`src/rtl/acs_regs.svh`:
```
// acs_regs.svh: named constants for the converter output-side control block.
// Assumes inclusion by bare name from any file that needs the figures.
`ifndef ACS_REGS_SVH
`define ACS_REGS_SVH

// channel and word geometry
`define ACS_CHANNELS 8
`define ACS_WORD_BITS 24
`define ACS_LAST_BIT 5'h17
`define ACS_LAST_CHAN 3'h7
`define ACS_FRAME_WORDS 5'h08
`define ACS_FIFO_DEPTH 16
`define ACS_FIFO_CNT_W 5

// start-up sequencing: 2^18 clock cycles, then 129 withheld conversions
`define ACS_STARTUP_CYCLES 262144
`define ACS_STARTUP_W 19
`define ACS_WITHHELD 8'h81
`define ACS_WITHHELD_W 8

// test-select codes
`define ACS_TEST_PIN 2'h3

// interface format codes
`define ACS_FMT_SPI_A 3'h0
`define ACS_FMT_SPI_B 3'h1
`define ACS_FMT_FS_A 3'h3
`define ACS_FMT_FS_B 3'h4
`define ACS_FMT_BYPASS 3'h7

// operating modes and modulator clock ratios
`define ACS_MODE_HS 2'h0
`define ACS_MODE_HR 2'h1
`define ACS_MODE_LP 2'h2
`define ACS_MODE_LS 2'h3
`define ACS_DIV_W 6
`define ACS_DIV_4 6'h04
`define ACS_DIV_8 6'h08
`define ACS_DIV_40 6'h28

`endif

```
`src/rtl/acs_pkg.sv`:
```
// acs_pkg: types shared by the output-side control block.
// Assumes acs_regs.svh supplies the figures.
`include "acs_regs.svh"

package acs_pkg;

   // start-up phases, gray along power-on path
   typedef enum logic [1:0] {
      ACS_PH_COUNT = 2'h0,
      ACS_PH_WITHHOLD = 2'h1,
      ACS_PH_RUN = 2'h3
   } acs_phase_t;

   // serial shift engine states
   typedef enum logic [1:0] {
      ACS_SH_IDLE = 2'h0,
      ACS_SH_WORDS = 2'h1,
      ACS_SH_CHAIN = 2'h3
   } acs_shift_t;

   // every pin input sampled together through the synchroniser
   typedef struct packed {
      logic [7:0] powerdown;
      logic [1:0] mode;
      logic [2:0] format;
      logic clock_divide_select;
      logic [1:0] test;
      logic shift_clk;
      logic frame;
      logic chain;
      logic align;
      logic [2:0] supply_ok;
   } acs_pins_t;

endpackage

```
`src/rtl/acs_chain_ctrl.sv`:
```
// acs_chain_ctrl: serial output, daisy chain, start-up, bypass and pin test.
// Assumes clock is the converter clock; every pin input is asynchronous.
`timescale 1ns/1ps
`include "acs_regs.svh"

module acs_chain_ctrl
   import acs_pkg::*;
#(
   parameter int unsigned STARTUP_CYCLES = `ACS_STARTUP_CYCLES,
   parameter logic [2:0] BYPASS_FORMAT = `ACS_FMT_BYPASS
)
(
   // converter clock and reset
   input wire logic clock,
   input wire logic reset,
   // per-supply reset detector outputs, high when supply is good
   input wire logic [2:0] supply_ok,
   // static selection pins
   input wire logic [7:0] channel_powerdown,
   input wire logic operating_mode_bit0,
   input wire logic operating_mode_bit1,
   input wire logic interface_format_bit0,
   input wire logic interface_format_bit1,
   input wire logic interface_format_bit2,
   input wire logic [1:0] test_select,
   // divider select pin
   input wire logic clock_divide_select_in,
   output logic clock_divide_select_out,
   output logic clock_divide_select_oe,
   // shift clock pin
   input wire logic shift_clock_in,
   output logic shift_clock_out,
   output logic shift_clock_oe,
   // data-ready or frame strobe pin
   input wire logic ready_or_frame_pin_in,
   output logic ready_or_frame_pin_out,
   output logic ready_or_frame_pin_oe,
   // chain serial input pin
   input wire logic chain_in,
   output logic chain_out,
   output logic chain_oe,
   // alignment pin
   input wire logic align_in,
   output logic align_out,
   output logic align_oe,
   // serial outputs, bit 0 is the primary output
   output logic [7:0] serial_out,
   // conversion words from the decimation filter, channel 1 first
   input wire logic conv_valid,
   output logic conv_ready,
   input wire logic [23:0] conv_word,
   input wire logic conv_last,
   // raw modulator bits
   input wire logic [7:0] mod_bits,
   // status
   output logic filter_enable,
   output logic startup_done,
   output logic align_pulse
);

   localparam int CW = `ACS_FIFO_CNT_W;
   localparam logic [`ACS_STARTUP_W-1:0] START_LAST = `ACS_STARTUP_W'(STARTUP_CYCLES - 1);

   acs_pins_t pins_raw;
   acs_pins_t pins_s1_q;
   acs_pins_t cfg;
   logic shift_prev_q;
   logic frame_prev_q;
   logic align_prev_q;
   logic sclk_fall;
   logic frame_rise;
   logic test_mode;
   logic bypass;
   logic fmt_spi;
   logic fmt_frame;
   logic all_off;
   logic iface_on;
   logic por;
   acs_phase_t phase_q;
   logic [`ACS_STARTUP_W-1:0] start_cnt_q;
   logic [`ACS_WITHHELD_W-1:0] withheld_q;
   acs_shift_t state_q;
   logic [23:0] word_q;
   logic [4:0] bit_q;
   logic [2:0] chan_q;
   logic serial_bit_q;
   logic data_ready_n_q;
   logic load_now;
   logic next_chan;
   logic pop;
   logic fifo_in_valid;
   logic fifo_in_ready;
   logic fifo_out_valid;
   logic [23:0] fifo_out_data;
   logic [CW-1:0] fifo_count;
   logic [`ACS_DIV_W-1:0] div_q;
   logic [`ACS_DIV_W-1:0] div_n;
   logic mod_clk_q;
   logic [7:0] mod_data_q;

   // zero the word of a powered-down channel, keeping its slot
   function automatic logic [23:0] mask_word(input logic [23:0] w, input logic pd);
      mask_word = pd ? 24'h000000 : w;
   endfunction

   function automatic logic [`ACS_DIV_W-1:0] div_ratio(input logic [1:0] m, input logic cd);
      case (m)
         `ACS_MODE_HS: div_ratio = `ACS_DIV_4;
         `ACS_MODE_HR: div_ratio = `ACS_DIV_4;
         `ACS_MODE_LP: div_ratio = cd ? `ACS_DIV_8 : `ACS_DIV_4;
         `ACS_MODE_LS: div_ratio = cd ? `ACS_DIV_40 : `ACS_DIV_8;
         default: div_ratio = `ACS_DIV_4;
      endcase
   endfunction

   assign pins_raw = '{powerdown: channel_powerdown,
                       mode: {operating_mode_bit1, operating_mode_bit0},
                       format: {interface_format_bit2, interface_format_bit1,
                                interface_format_bit0},
                       clock_divide_select: clock_divide_select_in, test: test_select,
                       shift_clk: shift_clock_in, frame: ready_or_frame_pin_in,
                       chain: chain_in, align: align_in, supply_ok: supply_ok};

   // two-flop synchroniser; only cfg feeds logic
   always_ff @(posedge clock)
   begin
      pins_s1_q <= pins_raw;
      cfg <= pins_s1_q;
   end

   always_ff @(posedge clock)
   begin
      if (reset)
      begin
         shift_prev_q <= 1'b0;
         frame_prev_q <= 1'b0;
         align_prev_q <= 1'b0;
         align_pulse <= 1'b0;
      end
      else
      begin
         shift_prev_q <= cfg.shift_clk;
         frame_prev_q <= cfg.frame;
         align_prev_q <= cfg.align;
         align_pulse <= cfg.align && !align_prev_q && !test_mode;
      end
   end

   assign sclk_fall = shift_prev_q && !cfg.shift_clk;
   assign frame_rise = !frame_prev_q && cfg.frame;
   assign test_mode = cfg.test == `ACS_TEST_PIN;
   assign bypass = !test_mode && cfg.format == BYPASS_FORMAT;
   assign fmt_spi = cfg.format == `ACS_FMT_SPI_A || cfg.format == `ACS_FMT_SPI_B;
   assign fmt_frame = cfg.format == `ACS_FMT_FS_A || cfg.format == `ACS_FMT_FS_B;
   assign all_off = &cfg.powerdown;
   assign iface_on = !test_mode && !bypass && !all_off && (fmt_spi || fmt_frame);
   assign por = reset || !(&cfg.supply_ok);

   // start-up count, then withheld conversions
   always_ff @(posedge clock)
   begin
      if (por)
      begin
         phase_q <= ACS_PH_COUNT;
         start_cnt_q <= '0;
         withheld_q <= '0;
      end
      else
      begin
         case (phase_q)
            ACS_PH_COUNT:
            begin
               if (start_cnt_q == START_LAST)
               begin
                  phase_q <= ACS_PH_WITHHOLD;
               end
               else
               begin
                  start_cnt_q <= `ACS_STARTUP_W'(start_cnt_q + 1'b1);
               end
            end
            ACS_PH_WITHHOLD:
            begin
               if (conv_valid && conv_last)
               begin
                  withheld_q <= `ACS_WITHHELD_W'(withheld_q + 1'b1);
                  if (withheld_q == `ACS_WITHHELD_W'(`ACS_WITHHELD - 1'b1))
                  begin
                     phase_q <= ACS_PH_RUN;
                  end
               end
            end
            ACS_PH_RUN:
            begin
               phase_q <= ACS_PH_RUN;
            end
            default:
            begin
               phase_q <= ACS_PH_COUNT;
            end
         endcase
      end
   end

   // withheld words are taken and dropped
   assign conv_ready = (phase_q == ACS_PH_WITHHOLD) ||
                       (phase_q == ACS_PH_RUN && !bypass && fifo_in_ready);
   assign fifo_in_valid = conv_valid && phase_q == ACS_PH_RUN && !bypass;
   assign filter_enable = !bypass && phase_q != ACS_PH_COUNT;
   assign startup_done = phase_q == ACS_PH_RUN;

   acs_fifo #(
      .WIDTH(`ACS_WORD_BITS),
      .DEPTH(`ACS_FIFO_DEPTH)
   ) u_fifo (
      .clock(clock),
      .reset(reset),
      .in_valid(fifo_in_valid),
      .in_ready(fifo_in_ready),
      .in_data(conv_word),
      .out_valid(fifo_out_valid),
      .out_ready(pop),
      .out_data(fifo_out_data),
      .count(fifo_count)
   );

   // frame starts on data-ready in SPI style, on strobe edge otherwise
   assign load_now = iface_on && phase_q == ACS_PH_RUN && fifo_count >= `ACS_FRAME_WORDS &&
                     (fmt_spi ? state_q != ACS_SH_WORDS : frame_rise);
   assign next_chan = state_q == ACS_SH_WORDS && sclk_fall && bit_q == `ACS_LAST_BIT &&
                      chan_q != `ACS_LAST_CHAN;
   assign pop = fifo_out_valid && (load_now || next_chan);

   always_ff @(posedge clock)
   begin
      if (por || !iface_on || phase_q != ACS_PH_RUN)
      begin
         state_q <= ACS_SH_IDLE;
         word_q <= '0;
         bit_q <= '0;
         chan_q <= '0;
         serial_bit_q <= 1'b0;
      end
      else if (load_now)
      begin
         state_q <= ACS_SH_WORDS;
         word_q <= mask_word(fifo_out_data, cfg.powerdown[0]);
         serial_bit_q <= fifo_out_data[23] && !cfg.powerdown[0];
         bit_q <= '0;
         chan_q <= '0;
      end
      else if (sclk_fall)
      begin
         case (state_q)
            ACS_SH_WORDS:
            begin
               if (bit_q != `ACS_LAST_BIT)
               begin
                  bit_q <= 5'(bit_q + 1'b1);
                  serial_bit_q <= word_q[22];
                  word_q <= {word_q[22:0], 1'b0};
               end
               else if (chan_q != `ACS_LAST_CHAN)
               begin
                  bit_q <= '0;
                  chan_q <= 3'(chan_q + 1'b1);
                  word_q <= mask_word(fifo_out_data, cfg.powerdown[3'(chan_q + 1'b1)]);
                  serial_bit_q <= fifo_out_data[23] &&
                                  !cfg.powerdown[3'(chan_q + 1'b1)];
               end
               else
               begin
                  state_q <= ACS_SH_CHAIN;
                  serial_bit_q <= cfg.chain;
               end
            end
            ACS_SH_CHAIN:
            begin
               serial_bit_q <= cfg.chain;
            end
            ACS_SH_IDLE:
            begin
               serial_bit_q <= 1'b0;
            end
            default:
            begin
               state_q <= ACS_SH_IDLE;
            end
         endcase
      end
   end

   always_ff @(posedge clock)
   begin
      if (por || !iface_on || phase_q != ACS_PH_RUN)
      begin
         data_ready_n_q <= 1'b1;
      end
      else if (load_now && fmt_spi)
      begin
         data_ready_n_q <= 1'b0;
      end
      else if (sclk_fall)
      begin
         data_ready_n_q <= 1'b1;
      end
   end

   // modulator clock divider for bypass
   assign div_n = div_ratio(cfg.mode, cfg.clock_divide_select);

   always_ff @(posedge clock)
   begin
      if (reset || !bypass)
      begin
         div_q <= '0;
         mod_clk_q <= 1'b0;
         mod_data_q <= '0;
      end
      else
      begin
         div_q <= (div_q >= `ACS_DIV_W'(div_n - 1'b1)) ? '0 : `ACS_DIV_W'(div_q + 1'b1);
         mod_clk_q <= div_q < (div_n >> 1);
         if (div_q == (div_n >> 1))
         begin
            mod_data_q <= mod_bits;
         end
      end
   end

   // pin drivers
   always_ff @(posedge clock)
   begin
      if (reset)
      begin
         serial_out <= '0;
         chain_out <= 1'b0;
         chain_oe <= 1'b0;
         align_out <= 1'b0;
         align_oe <= 1'b0;
         clock_divide_select_out <= 1'b0;
         clock_divide_select_oe <= 1'b0;
         ready_or_frame_pin_out <= 1'b1;
         ready_or_frame_pin_oe <= 1'b0;
         shift_clock_out <= 1'b0;
         shift_clock_oe <= 1'b0;
      end
      else if (test_mode)
      begin
         serial_out <= cfg.powerdown;
         chain_out <= cfg.mode[0];
         chain_oe <= 1'b1;
         align_out <= cfg.mode[1];
         align_oe <= 1'b1;
         clock_divide_select_out <= cfg.format[0];
         clock_divide_select_oe <= 1'b1;
         ready_or_frame_pin_out <= cfg.format[1];
         ready_or_frame_pin_oe <= 1'b1;
         shift_clock_out <= cfg.format[2];
         shift_clock_oe <= 1'b1;
      end
      else
      begin
         serial_out <= bypass ? mod_data_q : {7'h00, serial_bit_q};
         chain_out <= 1'b0;
         chain_oe <= 1'b0;
         align_out <= 1'b0;
         align_oe <= 1'b0;
         clock_divide_select_out <= 1'b0;
         clock_divide_select_oe <= 1'b0;
         ready_or_frame_pin_out <= bypass ? 1'b0 : data_ready_n_q;
         ready_or_frame_pin_oe <= bypass || fmt_spi;
         shift_clock_out <= bypass && mod_clk_q;
         shift_clock_oe <= bypass;
      end
   end

   a_por_restart: assert property (@(posedge clock) por |=>
      phase_q == ACS_PH_COUNT && start_cnt_q == '0 && withheld_q == '0)
      else $error("start-up counters not restarted");

   a_startup_count: assert property (@(posedge clock) disable iff (reset)
      (!por && $past(!por) && phase_q == ACS_PH_WITHHOLD && $past(phase_q) == ACS_PH_COUNT)
      |-> $past(start_cnt_q) == START_LAST)
      else $error("conversion began before start-up count ended");

   a_withhold_end: assert property (@(posedge clock) disable iff (reset)
      (!por && phase_q == ACS_PH_WITHHOLD && conv_valid && conv_last &&
       withheld_q != `ACS_WITHHELD_W'(`ACS_WITHHELD - 1'b1)) |=> !startup_done)
      else $error("withheld conversions ended early");

   a_withheld_ready: assert property (@(posedge clock) disable iff (reset)
      (phase_q != ACS_PH_RUN && fmt_spi && iface_on) |=> ##1
      (ready_or_frame_pin_out || $past(test_mode) || $past(bypass)))
      else $error("data-ready low while conversions withheld");

   a_ready_release: assert property (@(posedge clock) disable iff (reset)
      (!data_ready_n_q && sclk_fall && !load_now) |=> data_ready_n_q)
      else $error("data-ready not released on shift clock fall");

   a_chain_pass: assert property (@(posedge clock) disable iff (reset)
      (!por && iface_on && phase_q == ACS_PH_RUN && state_q == ACS_SH_CHAIN &&
       sclk_fall && !load_now) |=> serial_bit_q == $past(cfg.chain))
      else $error("chain input not passed through");

   a_frame_load: assert property (@(posedge clock) disable iff (reset)
      (!por && fmt_frame && iface_on && phase_q == ACS_PH_RUN && frame_rise &&
       fifo_count >= `ACS_FRAME_WORDS) |=> state_q == ACS_SH_WORDS && bit_q == '0)
      else $error("frame strobe did not load data");

   a_all_off: assert property (@(posedge clock) disable iff (reset)
      (all_off && !test_mode) |=> ##1 serial_out[0] == 1'b0)
      else $error("serial output active with all channels off");

   a_pin_map: assert property (@(posedge clock) disable iff (reset)
      test_mode |=> serial_out == $past(cfg.powerdown) && shift_clock_oe &&
      shift_clock_out == $past(cfg.format[2]) && chain_out == $past(cfg.mode[0]))
      else $error("pin test routing wrong");

   a_mod_divide: assert property (@(posedge clock) disable iff (reset)
      (bypass && $stable(div_n) && div_q == `ACS_DIV_W'(div_n - 1'b1)) |=>
      (div_q == '0 || !bypass))
      else $error("modulator clock ratio wrong");

endmodule // acs_chain_ctrl

```
`src/rtl/acs_fifo.sv`:
```
// acs_fifo: conversion word buffer with registered head word.
// Assumes one clock; source and sink use valid/ready handshakes.
`timescale 1ns/1ps
`include "acs_regs.svh"

module acs_fifo
   import acs_pkg::*;
#(
   parameter int WIDTH = `ACS_WORD_BITS,
   parameter int DEPTH = `ACS_FIFO_DEPTH
)
(
   // clock and reset
   input wire logic clock,
   input wire logic reset,
   // fill side
   input wire logic in_valid,
   output logic in_ready,
   input wire logic [WIDTH-1:0] in_data,
   // drain side
   output logic out_valid,
   input wire logic out_ready,
   output logic [WIDTH-1:0] out_data,
   // occupancy including head word
   output logic [$clog2(DEPTH+1)-1:0] count
);

   localparam int AW = $clog2(DEPTH);
   localparam int CW = $clog2(DEPTH+1);

   logic [WIDTH-1:0] mem_q [DEPTH];
   logic [AW-1:0] wr_ptr_q;
   logic [AW-1:0] rd_ptr_q;
   logic [CW-1:0] mem_cnt_q;
   logic head_valid_q;
   logic [WIDTH-1:0] head_q;
   logic push;
   logic refill;

   assign count = CW'(mem_cnt_q + CW'(head_valid_q));
   assign in_ready = count < CW'(DEPTH);
   assign push = in_valid && in_ready;
   assign refill = (mem_cnt_q != '0) && (!head_valid_q || out_ready);
   assign out_valid = head_valid_q;
   assign out_data = head_q;

   always_ff @(posedge clock)
   begin
      if (push)
      begin
         mem_q[wr_ptr_q] <= in_data;
      end
   end

   always_ff @(posedge clock)
   begin
      if (reset)
      begin
         wr_ptr_q <= '0;
         rd_ptr_q <= '0;
         mem_cnt_q <= '0;
      end
      else
      begin
         if (push)
         begin
            wr_ptr_q <= AW'(wr_ptr_q + 1'b1);
         end
         if (refill)
         begin
            rd_ptr_q <= AW'(rd_ptr_q + 1'b1);
         end
         mem_cnt_q <= CW'(mem_cnt_q + CW'(push) - CW'(refill));
      end
   end

   // head register: read data always leave a flip-flop
   always_ff @(posedge clock)
   begin
      if (reset)
      begin
         head_valid_q <= 1'b0;
         head_q <= '0;
      end
      else if (refill)
      begin
         head_valid_q <= 1'b1;
         head_q <= mem_q[rd_ptr_q];
      end
      else if (out_ready)
      begin
         head_valid_q <= 1'b0;
      end
   end

endmodule // acs_fifo

```
`config.mk`:
```
export PLATFORM = sky130hd
export DESIGN_NAME = acs_chain_ctrl
export DESIGN_NICKNAME = d
export VERILOG_FILES = /design/src/rtl/acs_pkg.sv /design/src/rtl/acs_chain_ctrl.sv /design/src/rtl/acs_fifo.sv
export VERILOG_INCLUDE_DIRS = /design/src /design/src/rtl
export SDC_FILE = /design/constraint.sdc
export NUM_CORES = 1
export LEC_CHECK = 0
export BUFFER_PORTS_ARGS = -buffer_cell sky130_fd_sc_hd__buf_2
export CAP_MARGIN = 15
export CORE_MARGIN = 10
export CORE_UTILIZATION = 40
export CTS_BUF_LIST = sky130_fd_sc_hd__clkbuf_16
export CTS_CLUSTER_DIAMETER = 40
export CTS_CLUSTER_SIZE = 40
export DETAILED_ROUTE_END_ITERATION = 6
export SLEW_MARGIN = 10
export SYNTH_ARGS = -nofsm -noshare
export SYNTH_HDL_FRONTEND = slang
export SYNTH_SLANG_ARGS = --single-unit
```
`constraint.sdc`:
```
create_clock -name clock -period 4.48 [get_ports clock]
set_clock_uncertainty 0.1 [all_clocks]
set_input_delay 0.448 -clock clock [delete_from_list [all_inputs] [get_ports clock]]
set_output_delay 0.448 -clock clock [all_outputs]
set_load 0.05 [all_outputs]
```
==> results.json <==
{
  "cp_max_fo": 24,
  "drt_pre_antenna_iters": 6,
  "hold_path_startpoint": "conv_valid",
  "period_minus_slack_ns": 3.50,
  "die-area_mm2": 0.0654,
  "track_usage_pct": 15.5,
  "max_stage_delay_ns": 0.75,
  "yosysMostFrequentCell": "edfxtp_1",
  "drv_slew": 0,
  "syn_to_final_growth_pct": 19.6,
  "pwr-share-seq_pct": 41.9,
  "synth-seq-area-share_pct": 68.3,
  "start_util_pct": 40.4,
  "synth.avg_cell_area_um2": 15.1,
  "setup.worst_path.start_class": "register",
  "p_int_mw": 10.3,
  "maxCapViolCount": 0,
  "drive_gt1_share_pct": 22.9,
  "vias": 12789,
  "post-route-period-util_pct": 78.1,
  "clk_latency_ns": 0.64,
  "rsz0062_at_grt": "no",
  "async_reset_ff_share_pct": 0,
  "yosysTopAreaCellShare_pct": 51.8,
  "clkPwrFrac_pct": 43.9,
  "syn_inst": 1474,
  "yosys-top-cells-count": "edfxtp_1 (384), dfxtp_1 (183), nand2_1 (120)",
  "worst_slew_pin_slew_ns": 1.12,
  "clkSlewWorstSetupHoldPaths_ns": 0.06,
  "synth_edf_count": 384,
  "dp_hpwl_mm": 31.6,
  "pwr-share-comb_pct": 14.2,
  "swShare_pct": 27.3,
  "hold_viol": 0,
  "critPathSlowestCell": "a2111oi_4",
  "cts-root-buf": "clkbuf_16",
  "r2r_slack_ns": 0.98,
  "ir_worst_vdd_v": 0.000293,
  "setup-tns-final_ns": 0,
  "yosys.area.top_type": "edfxtp_1",
  "r2r_cells": 6,
  "cts_tree": "yes",
  "drt-vias-per-instance": 5.30,
  "gp_congestion": 0.783,
  "fin_cells": 2412,
  "port_buffers": 80,
  "worstPathArrival_ns": 3.63,
  "critPathRequiredTime_ns": 4.61,
  "die_h_um": 256,
  "crit_path_cell_trace": "ha_1 > ha_1 > and3b_2 > a2111oi_4 > nand2_1 > nor2_4",
  "slew_headroom_pct": 25.0,
  "fmax_ghz": 0.286,
  "cp-startpoint": "u_fifo.out_valid",
  "grt_remaining_overflow": 0,
  "fp.dieW_um": 256,
  "antenna_found_initial": 3,
  "post-cts-setup-buffer-count": 0,
  "grt_pass1_wl_mm": 79.2,
  "yosys-top-cells-area": "edfxtp_1 (52%), dfxtp_1 (16%), mux4_2 (9.7%)",
  "switching_power_mw": 3.88,
  "worstHoldPathCells": 3,
  "final_antenna_net_count": 0,
  "hold_path.class": "in -> reg",
  "fin_util_pct": 48.3,
  "drtIter0Drc": 1113,
  "drc": 0,
  "power_mw": 14.2,
  "critical_path.endpoint_type": "register",
  "worst_slack_ns": 0.981,
  "synth_seq_cells": 567,
  "holdPathEnd": "phase_q[1]",
  "ctsHoldBuffers": 31,
  "regArea_mm2": 0.0152,
  "wl_per_cell_um": 21.1,
  "num_rows": 86,
  "ctsResizeCount": 0,
  "multi_input_area_mm2": 0.00672,
  "htree_levels": 3,
  "finalSetupViolCount": 0,
  "crit_buf_inv": 0,
  "clk_path_buf_depth": 3,
  "ys.warnings.count": 0,
  "power_density_mw_per_mm2": 534,
  "numClockSinks": 567,
  "worstSetupPathType": "reg -> reg",
  "power_leakage_nw": 8.96,
  "place_ws_ns": 0.949,
  "numCtsBuffers": 78,
  "crit_family": "simple AND/OR/NAND/NOR gates",
  "synth.distinct_cells": 60,
  "synth.cell_area_mm2": 0.0222,
  "fill_cells": 4695,
  "grt_max_degree": 75,
  "r2r_start": "u_fifo.out_valid",
  "place_inst": 2233,
  "r2r-end": "u_fifo.mem_q[11][5]",
  "cp_common_cell": "ha_1",
  "grt_pass1_vias": 13025,
  "status": "finished, final reports clean",
  "synth_ff_type": "edfxtp_1",
  "syn_nets": 1566,
  "fin_nets": 1689,
  "finalWirelength_mm": 50.9,
  "core_region_area_mm2": 0.0551,
  "io_pins": 81
}
[sequential cells by signal, summed over array words and instances, names as in the netlist, 3 cells and up]
| register | flops |
|---|---|
| mod_data_q | 8 |
| start_cnt_q | 19 |
| div_q | 6 |
| u_fifo.mem_cnt_q | 5 |
| cfg | 23 |
| serial_out | 8 |
| u_fifo.mem_q | 384 |
| bit_q | 5 |
| pins_s1_q | 23 |
| u_fifo.rd_ptr_q | 4 |
| word_q | 23 |
| chan_q | 3 |
| u_fifo.wr_ptr_q | 4 |
| withheld_q | 8 |
| u_fifo.out_data | 24 |
[cell type report]
type                    count  area share (%)
clock buffers              79            7.43
repair buffers            136            3.52
inverters                  25           0.353
diodes                      1         0.00940
well taps                 748            3.52
clock inverters            67            2.79
flip-flops and latches    567            57.1
multi-input cells         789            25.3
[power by group through the flow]
stage	Sequential [mW]	Combinational, mW	Clock (mW)
5_1_grt	5.98	2.19	6.63
2_1_floorplan	5.92	1.53	0
4_1_cts	5.96	2.04	6.37
3_5_place_dp	6.06	2.01	0
3_3_place_gp	6.06	2.00	0
6_report	5.95	2.01	6.24
[worst max path at each step]
stage / to / slack, ns / cells past startpoint
2_1_floorplan: u_fifo.mem_q[3][0] / 0.59 / 6
3_3_place_gp: u_fifo.mem_q[13][15] / 1.01 / 6
3_5_place_dp: u_fifo.mem_q[13][15] / 0.95 / 6
4_1_cts: u_fifo.mem_q[9][5] / 0.92 / 6
5_1_grt: u_fifo.mem_cnt_q[4] / 0.78 / 16
6_report: u_fifo.mem_q[11][5] / 0.98 / 6
[worst reg2reg max path: cells and delay by family (launching register included)]
family	cells	cell delay (ns)
and+or+nand+nor	3	1.43
AOI/OAI and AO/OA	1	0.75
adders and majority gates	2	0.47
DFF	1	0.34
[cell usage in the layout, fill, tap and decap left out, types with 22 or more instances in the layout]
cell type,synthesis,layout
edfxtp_1,384,384
dfxtp_1,183,181
clkbuf_16,0,79
inv_1,24,27
dlygate4sd3_1,0,31
a21oi_1,45,44
nand3_1,43,43
buf_4,3,22
nand2_1,120,120
mux2i_1,22,22
mux4_2,96,96
o211ai_1,55,55
a22oi_1,48,48
ha_1,32,32
nand3b_1,26,26
buf_2,21,80
nor2_1,86,73
nor3_1,40,36
[cell families (layout without fill, tap and decap cells)]
logic type | Yosys count | count (layout) | share of synthesized area (%)
XOR/XNOR | 33 | 33 | 1.30
AO/OA/AOI/OAI | 214 | 214 | 6.95
flip-flops | 567 | 567 | 68.3
other | 0 | 1 | 0
multiplexers | 121 | 121 | 10.9
adder cells (fa/ha/maj) | 33 | 33 | 1.89
AND/OR/NAND/NOR | 388 | 388 | 8.48
buffers and inverters | 118 | 307 | 2.19
[through the flow]
| step | hold slack (ns) | cell area (um2) |
|---|---|---|
| 6_report | 0.118 | 26600 |
| 5_1_grt | 0.120 | 26600 |
| 4_1_cts | 0.0858 | 26600 |
| 3_5_place_dp | 0.212 | 23600 |
| 3_3_place_gp | 0.211 | 23600 |
| 2_1_floorplan | 0.210 | 22200 |
[per-layer routing]
| layer | part of all wire, % | routed length, um | global-route usage (%) | vias to the layer above |
|---|---|---|---|---|
| met1 | 44 | 22500 | 20.6 | 6403 |
| met3 | 6.0 | 3060 | 3.93 | 87 |
| met2 | 48 | 24300 | 24.6 | 309 |
| li1 | - | - | - | 5986 |
| met5 | 0.067 | 34 | 0 | - |
| met4 | 2.0 | 1020 | 4.98 | 4 |
Power figures use the tool's default switching activity.
